File: src/rtl/ivc_pkg.sv
// Package: constants and types for the interrupt vector and context stack
package ivc_pkg;

	// ----------------------------------------
	// Bus and register map
	// ----------------------------------------
	localparam int unsigned AXI_AW = 8;
	localparam logic [AXI_AW-1:0] ADDR_CTRL = 8'h00;
	localparam logic [AXI_AW-1:0] ADDR_DEPTH = 8'h08;
	localparam logic [AXI_AW-1:0] ADDR_STATUS = 8'h0C;
	localparam logic [AXI_AW-1:0] ADDR_MASK = 8'h10;
	localparam logic [1:0] RESP_OKAY = 2'h0;
	localparam logic [1:0] RESP_SLVERR = 2'h2;

	// CTRL fields
	localparam int unsigned CTRL_FAULT_EN_BIT = 0;
	localparam int unsigned CTRL_LOCKED_BIT = 1;

	// Event bits in STATUS and MASK
	localparam int unsigned EV_W = 3;
	localparam int unsigned EV_DISCARD = 0;
	localparam int unsigned EV_FAULT_RESET = 1;
	localparam int unsigned EV_UNDERFLOW = 2;

	// ----------------------------------------
	// Sources, vectors and depth pointer
	// ----------------------------------------
	localparam int unsigned NUM_SRC = 12;
	localparam int unsigned SRC_IDX_W = 4;
	localparam int unsigned VEC_W = 14;
	localparam logic [VEC_W-1:0] VEC_TOP = 14'h000C;
	localparam logic [VEC_W-1:0] VEC_BOTTOM = 14'h0001;
	localparam int unsigned DEPTH_LEVELS = 4;
	localparam int unsigned DEPTH_W = 3;
	localparam logic [DEPTH_W-1:0] PTR_EMPTY = 3'h5;
	localparam logic [DEPTH_W-1:0] PTR_FULL = 3'h1;
	localparam logic [DEPTH_W-1:0] PTR_BAD = 3'h0;

	// ----------------------------------------
	// Saved system register set
	// ----------------------------------------
	localparam int unsigned WIN_W = 4;
	localparam int unsigned BANK_W = 4;
	localparam int unsigned IDX_W = 12;
	localparam int unsigned GP_W = 7;
	localparam int unsigned PSW_W = 4;

	typedef struct packed {
		logic [WIN_W-1:0] window;
		logic [BANK_W-1:0] bank;
		logic [IDX_W-1:0] index_reg;
		logic [GP_W-1:0] general_pointer_reg;
		logic [PSW_W-1:0] program_status_word;
	} ivc_ctx_s;

endpackage

File: src/rtl/ivc_vector_gen.sv
// Fixed-priority pick of the accepted source and its branch target
`timescale 1ns/1ns
`default_nettype none

module ivc_vector_gen
	import ivc_pkg::*;
#(
	parameter int unsigned N = NUM_SRC
) (
	input wire logic [N-1:0] pending_i,
	output logic any_o,
	output logic [SRC_IDX_W-1:0] index_o,
	output logic [VEC_W-1:0] vector_o
);

	// Bit 0 is the CE falling edge, highest priority; scan from the high end down so the lowest set bit wins
	always_comb begin
		any_o = 1'b0;
		index_o = '0;
		for (int i = N - 1; i >= 0; i--) begin
			if (pending_i[i]) begin
				any_o = 1'b1;
				index_o = SRC_IDX_W'(i);
			end
		end
	end

	// One step down per source below the CE target
	assign vector_o = VEC_TOP - VEC_W'(index_o);

endmodule // ivc_vector_gen

`default_nettype wire

File: src/rtl/ivc_top.sv
// Top: interrupt vector target and four-level context save stack with AXI4-Lite registers
//
// Register access over AXI4-Lite was left to the implementer.
`timescale 1ns/1ns
`default_nettype none

module ivc_top
	import ivc_pkg::*;
(
	input wire logic clock_i,
	input wire logic rst_n_i,
	// Core side
	input wire logic [NUM_SRC-1:0] pending_i,
	input wire logic accept_i,
	input wire logic interrupt_return_instr_i,
	input wire ivc_ctx_s ctx_i,
	input wire logic wdt_reset_i,
	input wire logic ce_reset_i,
	output logic vector_valid_o,
	output logic [VEC_W-1:0] vector_o,
	output logic [SRC_IDX_W-1:0] source_o,
	output logic clear_sys_o,
	output logic restore_valid_o,
	output ivc_ctx_s restore_ctx_o,
	output logic sys_reset_o,
	output logic irq_o,
	// AXI4-Lite slave
	input wire logic [AXI_AW-1:0] s_axi_awaddr,
	input wire logic s_axi_awvalid,
	output logic s_axi_awready,
	input wire logic [31:0] s_axi_wdata,
	input wire logic [3:0] s_axi_wstrb,
	input wire logic s_axi_wvalid,
	output logic s_axi_wready,
	output logic [1:0] s_axi_bresp,
	output logic s_axi_bvalid,
	input wire logic s_axi_bready,
	input wire logic [AXI_AW-1:0] s_axi_araddr,
	input wire logic s_axi_arvalid,
	output logic s_axi_arready,
	output logic [31:0] s_axi_rdata,
	output logic [1:0] s_axi_rresp,
	output logic s_axi_rvalid,
	input wire logic s_axi_rready
);

	// ----------------------------------------
	// Source selection
	// ----------------------------------------
	logic sel_any;
	logic [SRC_IDX_W-1:0] sel_index;
	logic [VEC_W-1:0] sel_vector;

	ivc_vector_gen #(
		.N(NUM_SRC)
	) u_vector_gen (
		.pending_i(pending_i),
		.any_o(sel_any),
		.index_o(sel_index),
		.vector_o(sel_vector)
	);

	logic push;
	logic pop;
	logic [DEPTH_W-1:0] ptr_q;
	logic [1:0] top_q;
	logic fault_en_q;
	logic locked_q;
	logic sys_reset_q;
	logic stack_full;
	logic stack_empty;
	logic overflow_fault;
	logic underflow;
	logic soft_reset;

	// Push wins if the core ever signals both in one cycle
	assign push = accept_i && sel_any;
	assign pop = interrupt_return_instr_i && !push;
	assign stack_full = (ptr_q == PTR_FULL);
	assign stack_empty = (ptr_q == PTR_EMPTY);
	assign overflow_fault = push && stack_full && fault_en_q;
	assign underflow = pop && stack_empty;
	assign soft_reset = wdt_reset_i || sys_reset_q;

	// ----------------------------------------
	// Vector issue
	// ----------------------------------------
	always_ff @(posedge clock_i or negedge rst_n_i) begin
		if (!rst_n_i) begin
			vector_valid_o <= 1'b0;
			vector_o <= '0;
			source_o <= '0;
			clear_sys_o <= 1'b0;
		end else begin
			vector_valid_o <= push;
			clear_sys_o <= push;
			if (push) begin
				vector_o <= sel_vector;
				source_o <= sel_index;
			end
		end
	end

	// ----------------------------------------
	// Context storage
	// ----------------------------------------
	// No reset on the entries: their content is unknown until first written
	ivc_ctx_s stack_mem [DEPTH_LEVELS];

	always_ff @(posedge clock_i) begin
		if (push) begin
			stack_mem[top_q] <= ctx_i;
		end
	end

	// Ring index; a fifth push lands on the oldest slot
	always_ff @(posedge clock_i or negedge rst_n_i) begin
		if (!rst_n_i) begin
			top_q <= '0;
		end else if (soft_reset || ce_reset_i) begin
			top_q <= '0;
		end else if (push) begin
			top_q <= top_q + 2'h1;
		end else if (pop && !stack_empty) begin
			top_q <= top_q - 2'h1;
		end
	end

	always_ff @(posedge clock_i or negedge rst_n_i) begin
		if (!rst_n_i) begin
			restore_valid_o <= 1'b0;
			restore_ctx_o <= '0;
		end else begin
			restore_valid_o <= pop && !stack_empty;
			if (pop && !stack_empty) begin
				restore_ctx_o <= stack_mem[top_q - 2'h1];
			end
		end
	end

	// ----------------------------------------
	// Depth pointer
	// ----------------------------------------
	always_ff @(posedge clock_i or negedge rst_n_i) begin
		if (!rst_n_i) begin
			ptr_q <= PTR_EMPTY;
		end else if (soft_reset || ce_reset_i) begin
			ptr_q <= PTR_EMPTY;
		end else if (push && !stack_full) begin
			ptr_q <= ptr_q - 3'h1;
		end else if (pop && !stack_empty) begin
			ptr_q <= ptr_q + 3'h1;
		end
	end

	// ----------------------------------------
	// Fault reset flag and system reset
	// ----------------------------------------
	logic wr_go;
	logic [AXI_AW-1:0] wr_addr_q;
	logic [31:0] wr_data_q;
	logic [3:0] wr_strb_q;

	always_ff @(posedge clock_i or negedge rst_n_i) begin
		if (!rst_n_i) begin
			fault_en_q <= 1'b1;
			locked_q <= 1'b0;
		end else if (soft_reset) begin
			fault_en_q <= 1'b1;
			locked_q <= 1'b0;
		end else if (wr_go && wr_addr_q == ADDR_CTRL && wr_strb_q[0] && !locked_q) begin
			fault_en_q <= wr_data_q[CTRL_FAULT_EN_BIT];
			locked_q <= 1'b1;
		end
	end

	always_ff @(posedge clock_i or negedge rst_n_i) begin
		if (!rst_n_i) begin
			sys_reset_q <= 1'b0;
		end else begin
			sys_reset_q <= !sys_reset_q && (overflow_fault || (underflow && fault_en_q));
		end
	end
	assign sys_reset_o = sys_reset_q;

	// ----------------------------------------
	// Event status, mask and interrupt
	// ----------------------------------------
	logic [EV_W-1:0] status_q;
	logic [EV_W-1:0] mask_q;
	logic [EV_W-1:0] ev_set;
	logic [EV_W-1:0] ev_clr;

	always_comb begin
		ev_set = '0;
		ev_set[EV_DISCARD] = push && stack_full && !fault_en_q;
		ev_set[EV_FAULT_RESET] = sys_reset_q;
		ev_set[EV_UNDERFLOW] = underflow;
		ev_clr = '0;
		if (wr_go && wr_addr_q == ADDR_STATUS && wr_strb_q[0]) begin
			ev_clr = wr_data_q[EV_W-1:0];
		end
	end

	// Set beats a clear that lands in the same cycle
	always_ff @(posedge clock_i or negedge rst_n_i) begin
		if (!rst_n_i) begin
			status_q <= '0;
		end else begin
			status_q <= (status_q & ~ev_clr) | ev_set;
		end
	end

	always_ff @(posedge clock_i or negedge rst_n_i) begin
		if (!rst_n_i) begin
			mask_q <= '0;
		end else if (wr_go && wr_addr_q == ADDR_MASK && wr_strb_q[0]) begin
			mask_q <= wr_data_q[EV_W-1:0];
		end
	end

	always_ff @(posedge clock_i or negedge rst_n_i) begin
		if (!rst_n_i) begin
			irq_o <= 1'b0;
		end else begin
			irq_o <= |(((status_q & ~ev_clr) | ev_set) & mask_q);
		end
	end

	// ----------------------------------------
	// AXI4-Lite write path
	// ----------------------------------------
	logic aw_have_q;
	logic w_have_q;

	assign wr_go = aw_have_q && w_have_q && !s_axi_bvalid;

	always_ff @(posedge clock_i or negedge rst_n_i) begin
		if (!rst_n_i) begin
			aw_have_q <= 1'b0;
			wr_addr_q <= '0;
		end else if (s_axi_awvalid && s_axi_awready) begin
			aw_have_q <= 1'b1;
			wr_addr_q <= s_axi_awaddr;
		end else if (wr_go) begin
			aw_have_q <= 1'b0;
		end
	end

	always_ff @(posedge clock_i or negedge rst_n_i) begin
		if (!rst_n_i) begin
			w_have_q <= 1'b0;
			wr_data_q <= '0;
			wr_strb_q <= '0;
		end else if (s_axi_wvalid && s_axi_wready) begin
			w_have_q <= 1'b1;
			wr_data_q <= s_axi_wdata;
			wr_strb_q <= s_axi_wstrb;
		end else if (wr_go) begin
			w_have_q <= 1'b0;
		end
	end

	always_ff @(posedge clock_i or negedge rst_n_i) begin
		if (!rst_n_i) begin
			s_axi_awready <= 1'b0;
			s_axi_wready <= 1'b0;
		end else begin
			s_axi_awready <= !aw_have_q && !(s_axi_awvalid && s_axi_awready) && !s_axi_bvalid;
			s_axi_wready <= !w_have_q && !(s_axi_wvalid && s_axi_wready) && !s_axi_bvalid;
		end
	end

	// Depth pointer writes answer OKAY and change nothing
	always_ff @(posedge clock_i or negedge rst_n_i) begin
		if (!rst_n_i) begin
			s_axi_bvalid <= 1'b0;
			s_axi_bresp <= RESP_OKAY;
		end else if (wr_go) begin
			s_axi_bvalid <= 1'b1;
			case (wr_addr_q)
				ADDR_CTRL, ADDR_DEPTH, ADDR_STATUS, ADDR_MASK: begin
					s_axi_bresp <= RESP_OKAY;
				end
				default: begin
					s_axi_bresp <= RESP_SLVERR;
				end
			endcase
		end else if (s_axi_bready) begin
			s_axi_bvalid <= 1'b0;
		end
	end

	// ----------------------------------------
	// AXI4-Lite read path
	// ----------------------------------------
	always_ff @(posedge clock_i or negedge rst_n_i) begin
		if (!rst_n_i) begin
			s_axi_arready <= 1'b0;
		end else begin
			s_axi_arready <= !s_axi_rvalid && !(s_axi_arvalid && s_axi_arready);
		end
	end

	always_ff @(posedge clock_i or negedge rst_n_i) begin
		if (!rst_n_i) begin
			s_axi_rvalid <= 1'b0;
			s_axi_rdata <= '0;
			s_axi_rresp <= RESP_OKAY;
		end else if (s_axi_arvalid && s_axi_arready) begin
			s_axi_rvalid <= 1'b1;
			s_axi_rdata <= '0;
			s_axi_rresp <= RESP_OKAY;
			case (s_axi_araddr)
				ADDR_CTRL: begin
					s_axi_rdata[CTRL_FAULT_EN_BIT] <= fault_en_q;
					s_axi_rdata[CTRL_LOCKED_BIT] <= locked_q;
				end
				ADDR_DEPTH: begin
					s_axi_rdata[DEPTH_W-1:0] <= ptr_q;
				end
				ADDR_STATUS: begin
					s_axi_rdata[EV_W-1:0] <= status_q;
				end
				ADDR_MASK: begin
					s_axi_rdata[EV_W-1:0] <= mask_q;
				end
				default: begin
					s_axi_rresp <= RESP_SLVERR;
				end
			endcase
		end else if (s_axi_rready) begin
			s_axi_rvalid <= 1'b0;
		end
	end
endmodule // ivc_top

`default_nettype wire

File: config.mk
export PLATFORM = sky130hd
export DESIGN_NAME = ivc_top
export DESIGN_NICKNAME = d
export VERILOG_FILES = /design/src/rtl/ivc_pkg.sv /design/src/rtl/ivc_vector_gen.sv /design/src/rtl/ivc_top.sv
export SDC_FILE = /design/constraint.sdc
export NUM_CORES = 1
export LEC_CHECK = 0
export BUFFER_PORTS_ARGS = -buffer_cell sky130_fd_sc_hd__buf_2
export CORE_MARGIN = 2
export CORE_UTILIZATION = 40
export CTS_CLUSTER_SIZE = 30
export DETAILED_ROUTE_END_ITERATION = 12
export GPL_TIMING_DRIVEN = 0
export PLACE_DENSITY_LB_ADDON = 0.05
export REMOVE_ABC_BUFFERS = 1
export SLEW_MARGIN = 10
export SYNTH_ARGS = -nofsm -noshare
export SYNTH_HDL_FRONTEND = slang
export SYNTH_SLANG_ARGS = --single-unit
File: constraint.sdc
create_clock -name clock_i -period 2.9 [get_ports clock_i]
set_input_delay 0.725 -clock clock_i [delete_from_list [all_inputs] [get_ports clock_i]]
set_output_delay 0.725 -clock clock_i [all_outputs]
set_load 0.1 [all_outputs]
==> results of run 1 <==
[routing by layer]
layer	wire length [um]	share of wire (%)	track usage, %	vias up
li1	-	-	-	2119
met1	6780	41	19.3	2308
met2	8630	52	26.3	113
met3	831	5.0	3.19	25
met4	306	1.8	4.24	4
met5	25	0.15	0	-
[critical path: stages (launching register included)]
cell	delay [ns]
dfrtp_4	0.70
inv_1	0.16
ha_2	0.60
buf_12	0.25
mux4_2	0.31
mux2_2	0.28
[flip-flops by register name, summed over array words and instances, names as in the netlist, 2 cells and up]
| name | flops |
|---|---|
| restore_ctx_o | 31 |
| stack_mem | 124 |
| s_axi_rdata | 3 |
| ptr_q | 3 |
| wr_data_q | 3 |
| vector_o | 5 |
| wr_addr_q | 8 |
| status_q | 3 |
| mask_q | 3 |
| top_q | 2 |
| source_o | 3 |
[kinds of logic (layout without fill, tap and decap cells)]
logic type | count (synthesis) | after routing
fa+ha+maj | 8 | 8
buf+inv | 71 | 207
simple gates | 83 | 83
other cells | 1 | 31
mux | 85 | 85
xor+xnor | 2 | 2
compound gates | 43 | 43
flops | 204 | 204
[power groups by stage]
stage	Sequential [uW]	Clock, uW	Combinational (uW)
2_1_floorplan	5500	0	699
3_3_place_gp	3800	0	2930
3_5_place_dp	3810	0	2970
4_1_cts	3760	2900	2970
5_1_grt	3800	3020	3080
6_report	3740	2800	2960
[cell type report]
type	instances	area, sq um	area share [%]
inverter	16	62.6	0.623
clock buffer	28	604	6.02
sequential	204	5730	57.1
clock inverter	14	136	1.36
timing repair buffer	149	886	8.83
multi-input combinational	252	2270	22.7
tap	270	338	3.37
[through the flow]
stage | hold WS (ns) | worst slack (ns) | instance area (sq um) | setup TNS [ns]
5_1_grt | 0.184 | 0.291 | 10000 | 0
3_5_place_dp | 0.458 | -0.693 | 9220 | -73.92
2_1_floorplan | 0.429 | -4.08 | 8060 | -67.10
3_3_place_gp | 0.428 | -2.02 | 9080 | -230.97
6_report | 0.163 | 0.467 | 10000 | 0
4_1_cts | 0.160 | 0.00703 | 9960 | 0
[path summary, 6_finish.rpt]
kind,endpoint,depth (start not counted)
min,source_o[3],1
max reg2reg,restore_ctx_o[22],5
min reg2reg,s_axi_arready,1
min in group clock_i,s_axi_bvalid,2
max,restore_ctx_o[22],5
max in group asynchronous,fault_en_q,2
[repair_timing]
item	CTS	global route
gates resized for setup	1	0
endpoints found under the hold margin	0	0
setup buffers	0	6
setup endpoints to repair	32	115
hold buffers	0	0
pin swaps	0	1
[synth_stat cells (2+ instances only)]
library cell | n | share of area [%]
mux2_2 | 46 | 6.2
a22o_1 | 2 | 0.21
or4_1 | 2 | 0.18
inv_2 | 2 | 0.090
o21ai_0 | 12 | 0.72
inv_1 | 14 | 0.63
buf_1 | 3 | 0.14
edfxtp_1 | 124 | 45
or4_4 | 2 | 0.27
nand2_1 | 26 | 1.2
mux4_2 | 31 | 8.4
ha_1 | 8 | 1.2
nor3_1 | 8 | 0.48
o22a_1 | 2 | 0.21
o31ai_1 | 3 | 0.27
nand4b_1 | 5 | 0.53
and3_1 | 2 | 0.15
a211oi_1 | 2 | 0.18
buf_4 | 45 | 4.1
a21oi_1 | 8 | 0.48
and2_1 | 6 | 0.45
mux2i_1 | 8 | 0.96
dfrtp_1 | 77 | 23
or3_1 | 3 | 0.23
clkbuf_1 | 6 | 0.27
xnor2_1 | 2 | 0.21
nand2b_1 | 3 | 0.23
nor2_1 | 11 | 0.50
nand3_1 | 7 | 0.42
dfstp_2 | 3 | 0.95
nor4_1 | 5 | 0.38
==> results by group, run 1 <==
Status
  • Status: complete, no violations

Logic synthesis
  • Multiplexer share of the synthesized area: between 10% and 20%
  • Main combinational cell family by area after synthesis: multiplexers
  • Syn Area/Cell: roughly 17 sq um
  • FFs w/ async S/R, synth: between 30% and 40%
  • Dominant synthesized flop cell: edfxtp_1
  • Xor/xnor share of the synthesized area: less than 1%
  • Cells after Synth: around 500
  • Simple-gate share of the synthesized area: under 10%
  • Synth warnings: 0
  • Post-synth EDFFs: ~120
  • Synthesized area: approximately 8300 sq um
  • #FFs+latches synth: approximately 200
  • Sequential element share of the synthesized area: between 60% and 70%
  • Compound-Gate Fraction of Synth Area: under 10%
  • Post-Synth Adder-Cell Area: 1.20%
  • Synth unique cells: 50

Setup path
  • CP Capture Type: register
  • Worst Path Max Fanout: 21
  • Crit path DAT: 2.83 ns
  • Setup slack, reg-to-reg: approximately 0.47 ns
  • Worst R2R Start: top_q[0]
  • WS Path Type: reg -> reg
  • CP Launch Type: register
  • Setup crit start: top_q[0]
  • Req. time, crit path: approximately 3.3 ns

Pwr
  • Comb power frac: roughly 31%
  • Leak: 0.00402 uW
  • Switching part of the total: 39.7%
  • Clock share of power: between 20 and 30%
  • Sequential Power Share: between 30% and 40%
  • Pwr Total: roughly 9500 uW
  • NetSw: roughly 3800 uW
  • Pwr dens: 947 nW/um^2
  • Max VDD drop: between 0.6 and 0.7 mV
  • Internal power: 5730 uW

Global route
  • Via count of the first global-routing pass: 4831
  • Initial antenna violation count: 3
  • Largest net degree at the start of global routing: around 50
  • Aggregate global routing overflow: 0
  • Overall routing resource usage: ~15%
  • First-pass GRT wire length: ~26 mm

Clock network
  • Clock buffer depth: 3
  • H-tree levels: 1
  • Worst skew pair latency: about 0.51 ns
  • Reg clk slew, reported paths: roughly 0.060 ns
  • Sink Count: ~200
  • CTS tree: built
  • Num CTS Buffers: 23
  • Clock root cell: clkbuf_16

Drt
  • Initial DRT Pass Iterations: 4
  • Number of vias per cell: 4.90
  • Final wirelength: around 17 mm
  • Vias: 4569
  • Avg WL per Cell: ~18 um
  • Drt initial violations: between 150 and 200
  • Antenna Nets Post-Route: 0
  • DRC Markers: 0

Final layout
  • Commonest non-fill, non-tap cells in the layout: buf_2, edfxtp_1, dfrtp_1
  • # fillers: ~1800
  • Final Non-Filler Cells: 933
  • Final Util: about half
  • Commonest non-fill, non-tap cell in the layout: buf_2
  • Antenna diodes: 0
  • Area grow syn2layout: 20.6%
  • Share of layout cells above drive strength 1: about two fifths
  • Final net count: 760

Floorplanning
  • Die area: between 20000 and 25000 sq um
  • Ports: 201
  • Core box area: approximately 20000 sq um
  • Initial Utilization: 41.0%
  • Row count: 52
  • DIE WIDTH: 148 um
  • Die H: approximately 150 um

STA
  • Final Cycle Share: a little over four fifths
  • Layout Skew: roughly 0.0094 ns
  • Worst Max-Slew Pin Slew: approximately 0.53 ns
  • Slew HR: 64.8%
  • Min cycle time layout: approximately 2.4 ns
  • Final setup vio count: 0
  • Unrepaired setup endpoints after global routing: no
  • Fmax: just over 400 MHz
  • Pins Over Slew Limit: 0
  • Final hold violations: 0

Place
  • Port Buf Inserts: between 100 and 150
  • DP HPWL: 10.3 mm
  • RD Place Congestion: ~0.75
  • Placed Cells: ~890

Worst hold path
  • Hold crit path type: in -> async

Flow run
  • Max cap viols: 0
(Power assumes the default switching activity.)
==> run 2, diff against run 1 <==
==> constraint.sdc (replaced) <==
create_clock -name clock_i -period 2.41 [get_ports clock_i]
set_input_delay 0.6025 -clock clock_i [delete_from_list [all_inputs] [get_ports clock_i]]
set_output_delay 0.6025 -clock clock_i [all_outputs]
set_load 0.1 [all_outputs]
==> run 2 against run 1 <==
- via count hardly changed
- combinational power grew 21%
- routed wire length increased by 0.76%
- largest cell class unchanged
- register-to-register slack worse by 0.13 ns
- clock skew is 0.00069 ns lower
- critical path depth rose by 2
==> results by group, run 2 (synthesis gave the netlist of run 1 again) <==
Final layout
  • Area grow syn2layout: 20.4%
  • Final Util: between 40% and 50%
  • Commonest non-fill, non-tap cell in the layout: buf_2
  • Area of the multi-input gates: approximately 2300 sq um
  • Max reg flops: between 100 and 150
  • Antenna diodes: 0
  • Commonest non-fill, non-tap cells in the layout: buf_2, edfxtp_1, dfrtp_1
  • # fillers: 1774
  • Final Non-Filler Cells: between 900 and 1000
  • Biggest register: stack_mem
  • Top Registers: stack_mem (124), restore_ctx_o (31), wr_addr_q (8)
  • Share of layout cells above drive strength 1: about two fifths
  • FF+latch area: 5730 sq um
  • Final net count: approximately 760

Clock network
  • CTS tree: built
  • Hold Buf Count CTS: 0
  • Worst skew pair latency: around 0.51 ns
  • Sink Count: just over 200
  • Clock root cell: clkbuf_16
  • Clock buffer depth: 3
  • Reg clk slew, reported paths: roughly 0.060 ns
  • H-tree levels: 1
  • Num CTS Buffers: 23

STA
  • Unrepaired setup endpoints after global routing: no
  • Min cycle time layout: about 2.3 ns
  • Fmax: roughly 430 MHz
  • Final Cycle Share: 95.7%
  • Final setup vio count: 0
  • Worst Max-Slew Pin Slew: ~0.53 ns
  • Slew HR: roughly 65%
  • Final hold violations: 0
  • Pins Over Slew Limit: 0
  • TNS Setup: 0 ns
  • Layout Skew: 0.00870 ns
  • Final worst setup slack: about 0.10 ns

Setup path
  • FF-to-FF path depth: 7
  • Slowest cell delay on critical path: 0.57 ns
  • Setup slack, reg-to-reg: between 0.3 and 0.4 ns
  • Crit-path cells: buf_2, or4_1, o31ai_4, buf_4, nand2_2, inv_4, mux2_2
  • Slowest stage cell, crit path: or4_1
  • CP Capture Type: register
  • CP Buf/Inv Count: 3
  • Worst path top cell family by delay: buffers and inverters
  • Req. time, crit path: about 2.8 ns
  • Worst Path Max Fanout: 33
  • Crit path DAT: 2.69 ns
  • Reg2Reg Capture Point: restore_ctx_o[13]
  • CP Launch Type: input pin
  • Worst R2R Start: ptr_q[1]
  • WS Path Type: in -> reg

Flow run
  • Max cap viols: 0

Global route
  • Aggregate global routing overflow: 0
  • Via count of the first global-routing pass: 4864
  • Initial antenna violation count: 3
  • Largest net degree at the start of global routing: 49
  • Overall routing resource usage: between 10% and 20%
  • First-pass GRT wire length: 26.4 mm

Status
  • Status: complete, no violations

Place
  • DP HPWL: 10.3 mm
  • Port Buf Inserts: between 100 and 150
  • Worst slack, placed: -1.06 ns
  • RD Place Congestion: 0.748
  • Placed Cells: 885

Pwr
  • Pwr Total: between 10000 and 15000 uW
  • Leak: roughly 0.0040 uW
  • Pwr dens: roughly 1100 nW/um^2
  • Max VDD drop: 0.812 mV

Floorplanning
  • Row count: 52
  • Core box area: just over 20000 sq um
  • Die H: ~150 um
  • Initial Utilization: between 40% and 50%
  • DIE WIDTH: approximately 150 um
  • Die area: 22000 sq um
  • Ports: 201

Drt
  • Number of vias per cell: between 4 and 5
  • Drt initial violations: slightly above 200
  • Final wirelength: between 15 and 20 mm
  • DRC Markers: 0
  • Antenna Nets Post-Route: 0
  • Vias: 4573
  • Initial DRT Pass Iterations: 4
  • Avg WL per Cell: around 18 um

Worst hold path
  • Hold crit path type: in -> async
## run 2: cell count changes in the layout (fill, tap and decap cells not counted), sizes merged
cell / change
buf: -1
## run 2: worst max path at each step
stage / start / endpoint / slack, ns / depth (start not counted)
after detailed placement: pending_i[9] / restore_ctx_o[22] / -1.06 / 6
after floorplan: vector_o[12] / vector_o[12] / -4.50 / 1
after global routing: pending_i[7] / restore_ctx_o[22] / 0.003 / 7
after CTS: pending_i[7] / restore_ctx_o[22] / 0.08 / 7
after global placement: top_q[0] / restore_ctx_o[20] / -2.51 / 4
final: pending_i[7] / restore_ctx_o[13] / 0.10 / 7
## run 2: layout make-up
| class | instances | area share, % |
|---|---|---|
| tap | 270 | 3.37 |
| clock buffer | 28 | 6.03 |
| multi-input combinational | 252 | 22.7 |
| clock inverter | 14 | 1.36 |
| sequential | 204 | 57.2 |
| timing repair buffer | 148 | 8.65 |
| inverter | 16 | 0.625 |
## run 2: timing repair
item / in CTS / in global routing
endpoints found under the setup margin: 157 / 0
setup buffers: 5 / 0
gates resized for setup: 1 / 0
endpoints found under the hold margin: 0 / 0
## run 2: stage by stage
stage | hold WS (ns) | cell area (sq um)
2_1_floorplan | 0.307 | 8060
3_3_place_gp | 0.428 | 9080
3_5_place_dp | 0.458 | 9220
4_1_cts | 0.0378 | 10000
5_1_grt | 0.0618 | 10000
6_report | 0.0397 | 10000
## run 2: report_power, final
part,internal [uW],switching (uW),total (uW),leakage [uW]
Sequential,4200,294,4490,0.00212
Combinational,688,2880,3570,0.00154
Clock,2010,1350,3360,0.000363
Total,6900,4530,11400,0.00401
## run 2: worst register-to-register path: cells and delay by family (launching register included)
| kind | cells | cell delay (ns) |
|---|---|---|
| fa+ha+maj | 1 | 0.23 |
| buf+inv | 2 | 0.50 |
| flops | 1 | 0.43 |
| mux | 1 | 0.41 |
| simple gates | 3 | 0.39 |
## run 2: layer usage
layer | GRT usage, % | routed length [um] | vias to the layer above
li1 | - | - | 2117
met1 | 19.9 | 6800 | 2306
met2 | 26.9 | 8690 | 121
met3 | 3.19 | 881 | 25
met4 | 4.24 | 303 | 4
met5 | 0 | 25 | -
==> run 3, diff against run 2 <==
==> constraint.sdc (replaced) <==
create_clock -name clock_i -period 2.41 [get_ports clock_i]
set_input_delay 0.1205 -clock clock_i [delete_from_list [all_inputs] [get_ports clock_i]]
set_output_delay 0.1205 -clock clock_i [all_outputs]
set_load 0.1 [all_outputs]
==> run 3 against run 2 <==
- hold slack got worse by 0.024 ns
- sequential cell count unchanged
- cell area increased by 5.9%
- clock skew about the same
- clock power about the same
- sequential power about the same
- critical endpoint unchanged
==> results by group, run 3 (synthesis gave the netlist of run 1 again) <==
Floorplanning
  • Row count: 52
  • Ports: about 200
  • Die H: 148 um
  • DIE WIDTH: around 150 um
  • Core box area: 20300 sq um
  • Initial Utilization: 41.0%
  • Die area: between 20000 and 25000 sq um

Worst hold path
  • Hold crit path type: in -> reg

Clock network
  • Clock buffer depth: 3
  • Num CTS Buffers: 23
  • Reg clk slew, reported paths: roughly 0.060 ns
  • Worst skew pair latency: 0.51 ns
  • CTS tree: built
  • H-tree levels: 1
  • Clock root cell: clkbuf_16
  • Sink Count: 204

Final layout
  • Final net count: 817
  • Antenna diodes: 0
  • Top Registers: stack_mem (124), restore_ctx_o (31), wr_addr_q (8)
  • Commonest non-fill, non-tap cells in the layout: buf_2, edfxtp_1, dfrtp_1
  • Area grow syn2layout: 27.4%
  • # fillers: roughly 1700
  • Biggest register: stack_mem
  • Share of layout cells above drive strength 1: 38.5%
  • Commonest non-fill, non-tap cell in the layout: buf_2
  • Max reg flops: between 100 and 150

STA
  • Worst Max-Slew Pin Slew: around 0.53 ns
  • Min cycle time layout: 2.06 ns
  • Final hold violations: 0
  • Final Cycle Share: ~86%
  • Final setup vio count: 0
  • Pins Over Slew Limit: 0
  • Slew HR: between 60% and 70%
  • WHS: roughly 0.015 ns
  • Unrepaired setup endpoints after global routing: no
  • Final worst setup slack: roughly 0.35 ns
  • Layout Skew: about 0.0086 ns
  • Fmax: 484 MHz

Place
  • DP HPWL: between 10 and 15 mm
  • RD Place Congestion: 0.748
  • Port Buf Inserts: between 100 and 150
  • Worst slack, placed: -0.578 ns

Global route
  • Met2 usage: 28.1%
  • Grt met1 use: 20.1%
  • Aggregate global routing overflow: 0
  • First-pass GRT wire length: between 20 and 30 mm
  • Gr busiest metal: met2
  • Via count of the first global-routing pass: between 5000 and 6000
  • Largest net degree at the start of global routing: 49
  • Overall routing resource usage: around 16%
  • Initial antenna violation count: 0
  • Met3 usage: ~2.7%

Setup path
  • Req. time, crit path: approximately 2.8 ns
  • FF-to-FF path depth: 7
  • CP Buf/Inv Count: 2
  • Worst R2R Start: ptr_q[1]
  • WS Path Type: reg -> reg
  • CP Capture Type: register
  • Crit-path cells: inv_1, ha_1, nand2_1, and2_1, nand2_2, inv_4, mux2_2
  • Crit path to: restore_ctx_o[13]
  • CP Depth: 7
  • CP Launch Type: register
  • Reg2Reg Capture Point: restore_ctx_o[13]
  • Slowest cell delay on critical path: about 0.42 ns
  • Worst path top cell family by delay: buffers and inverters
  • Worst Path Max Fanout: 33
  • Slowest stage cell, crit path: dfrtp_1
  • Crit path DAT: 2.45 ns
  • Setup slack, reg-to-reg: around 0.35 ns
  • Setup crit start: ptr_q[1]

Pwr
  • Comb power frac: a little under a third
  • NetSw: around 4600 uW
  • Clock share of power: 29.3%
  • Max VDD drop: 0.795 mV
  • Pwr dens: approximately 1100 nW/um^2
  • Sequential Power Share: between 30% and 40%
  • Switching part of the total: 39.5%
  • Leak: 0.00426 uW
  • Internal power: around 7000 uW

Status
  • Status: complete, no violations

Drt
  • Avg WL per Cell: roughly 17 um
  • Vias: 4786
  • Antenna Nets Post-Route: 0
  • Final wirelength: ~17 mm
  • Number of vias per cell: between 4 and 5
  • Drt initial violations: between 150 and 200
  • DRC Markers: 0
  • Initial DRT Pass Iterations: 4

Flow run
  • Max cap viols: 0
run 3: cell types whose count changed in the layout (fill, tap and decap cells not counted):
| cell | before | now |
|---|---|---|
| buf_4 | 5 | 6 |
| buf_12 | 6 | 7 |
| dlygate4sd3_1 | 0 | 56 |
run 3: through the flow:
stage / std cells / cell area (sq um) / total power (uW) / setup TNS (ns) / utilization [%]
global placement: 879 / 9080 / 8100 / -307.35 / 44.7
floorplan: 472 / 8060 / 7450 / -127.76 / -
CTS: 985 / 10600 / 11700 / 0 / 52.0
finish: 990 / 10600 / 11500 / 0 / 52.2
detailed placement: 885 / 9220 / 8160 / -55.63 / 45.4
global route: 990 / 10600 / 12000 / 0 / 52.2
run 3: routing by layer:
layer  share of wire (%)  wire, um  up-vias
li1                    -         -     2232
met1                  42      7130     2408
met2                  52      8910      125
met3                 4.5       777       21
met4                 1.7       299        0
met5                   0         0        -
run 3: layout make-up:
cell class,count,area [sq um],share of cell area [%]
Sequential cell,204,5730,54.1
Multi-Input combinational cell,252,2270,21.5
Timing Repair Buffer,206,1450,13.7
Clock buffer,28,604,5.70
Tap cell,270,338,3.19
Clock inverter,14,136,1.29
Inverter,16,62.6,0.590
run 3: how the worst min path moves through the flow:
stage	cells after the start	start	slack (ns)	endpoint
after floorplan	0	rst_n_i	-0.18	aw_have_q
after global placement	2	s_axi_rready	0.31	s_axi_rvalid
after detailed placement	1	rst_n_i	0.10	source_o[3]
after CTS	3	s_axi_araddr[4]	0.001	s_axi_rdata[2]
after global routing	3	s_axi_araddr[3]	0.03	s_axi_rresp[1]
final	3	s_axi_araddr[3]	0.02	s_axi_rresp[1]
run 3: power groups by stage:
stage,combinational (uW),clock [uW],sequential (uW)
after floorplan,841,0,6610
after global placement,3530,0,4570
after detailed placement,3570,0,4590
after CTS,3680,3490,4500
after global routing,3810,3630,4560
final,3650,3370,4490
run 3: worst reg2reg max path: stages (launching register included):
cell and delay, ns:
dfrtp_1 0.42, inv_1 0.10, ha_1 0.23, nand2_1 0.10
and2_1 0.19, nand2_2 0.10, inv_4 0.40, mux2_2 0.41
run 3: timing repair:
action	in CTS	in global routing
buffers inserted	2	5
pin swaps	0	1
hold buffers	56	0
gates resized for setup	1	0
gates cloned	0	0
setup endpoints to repair	31	36
hold endpoints to repair	227	0
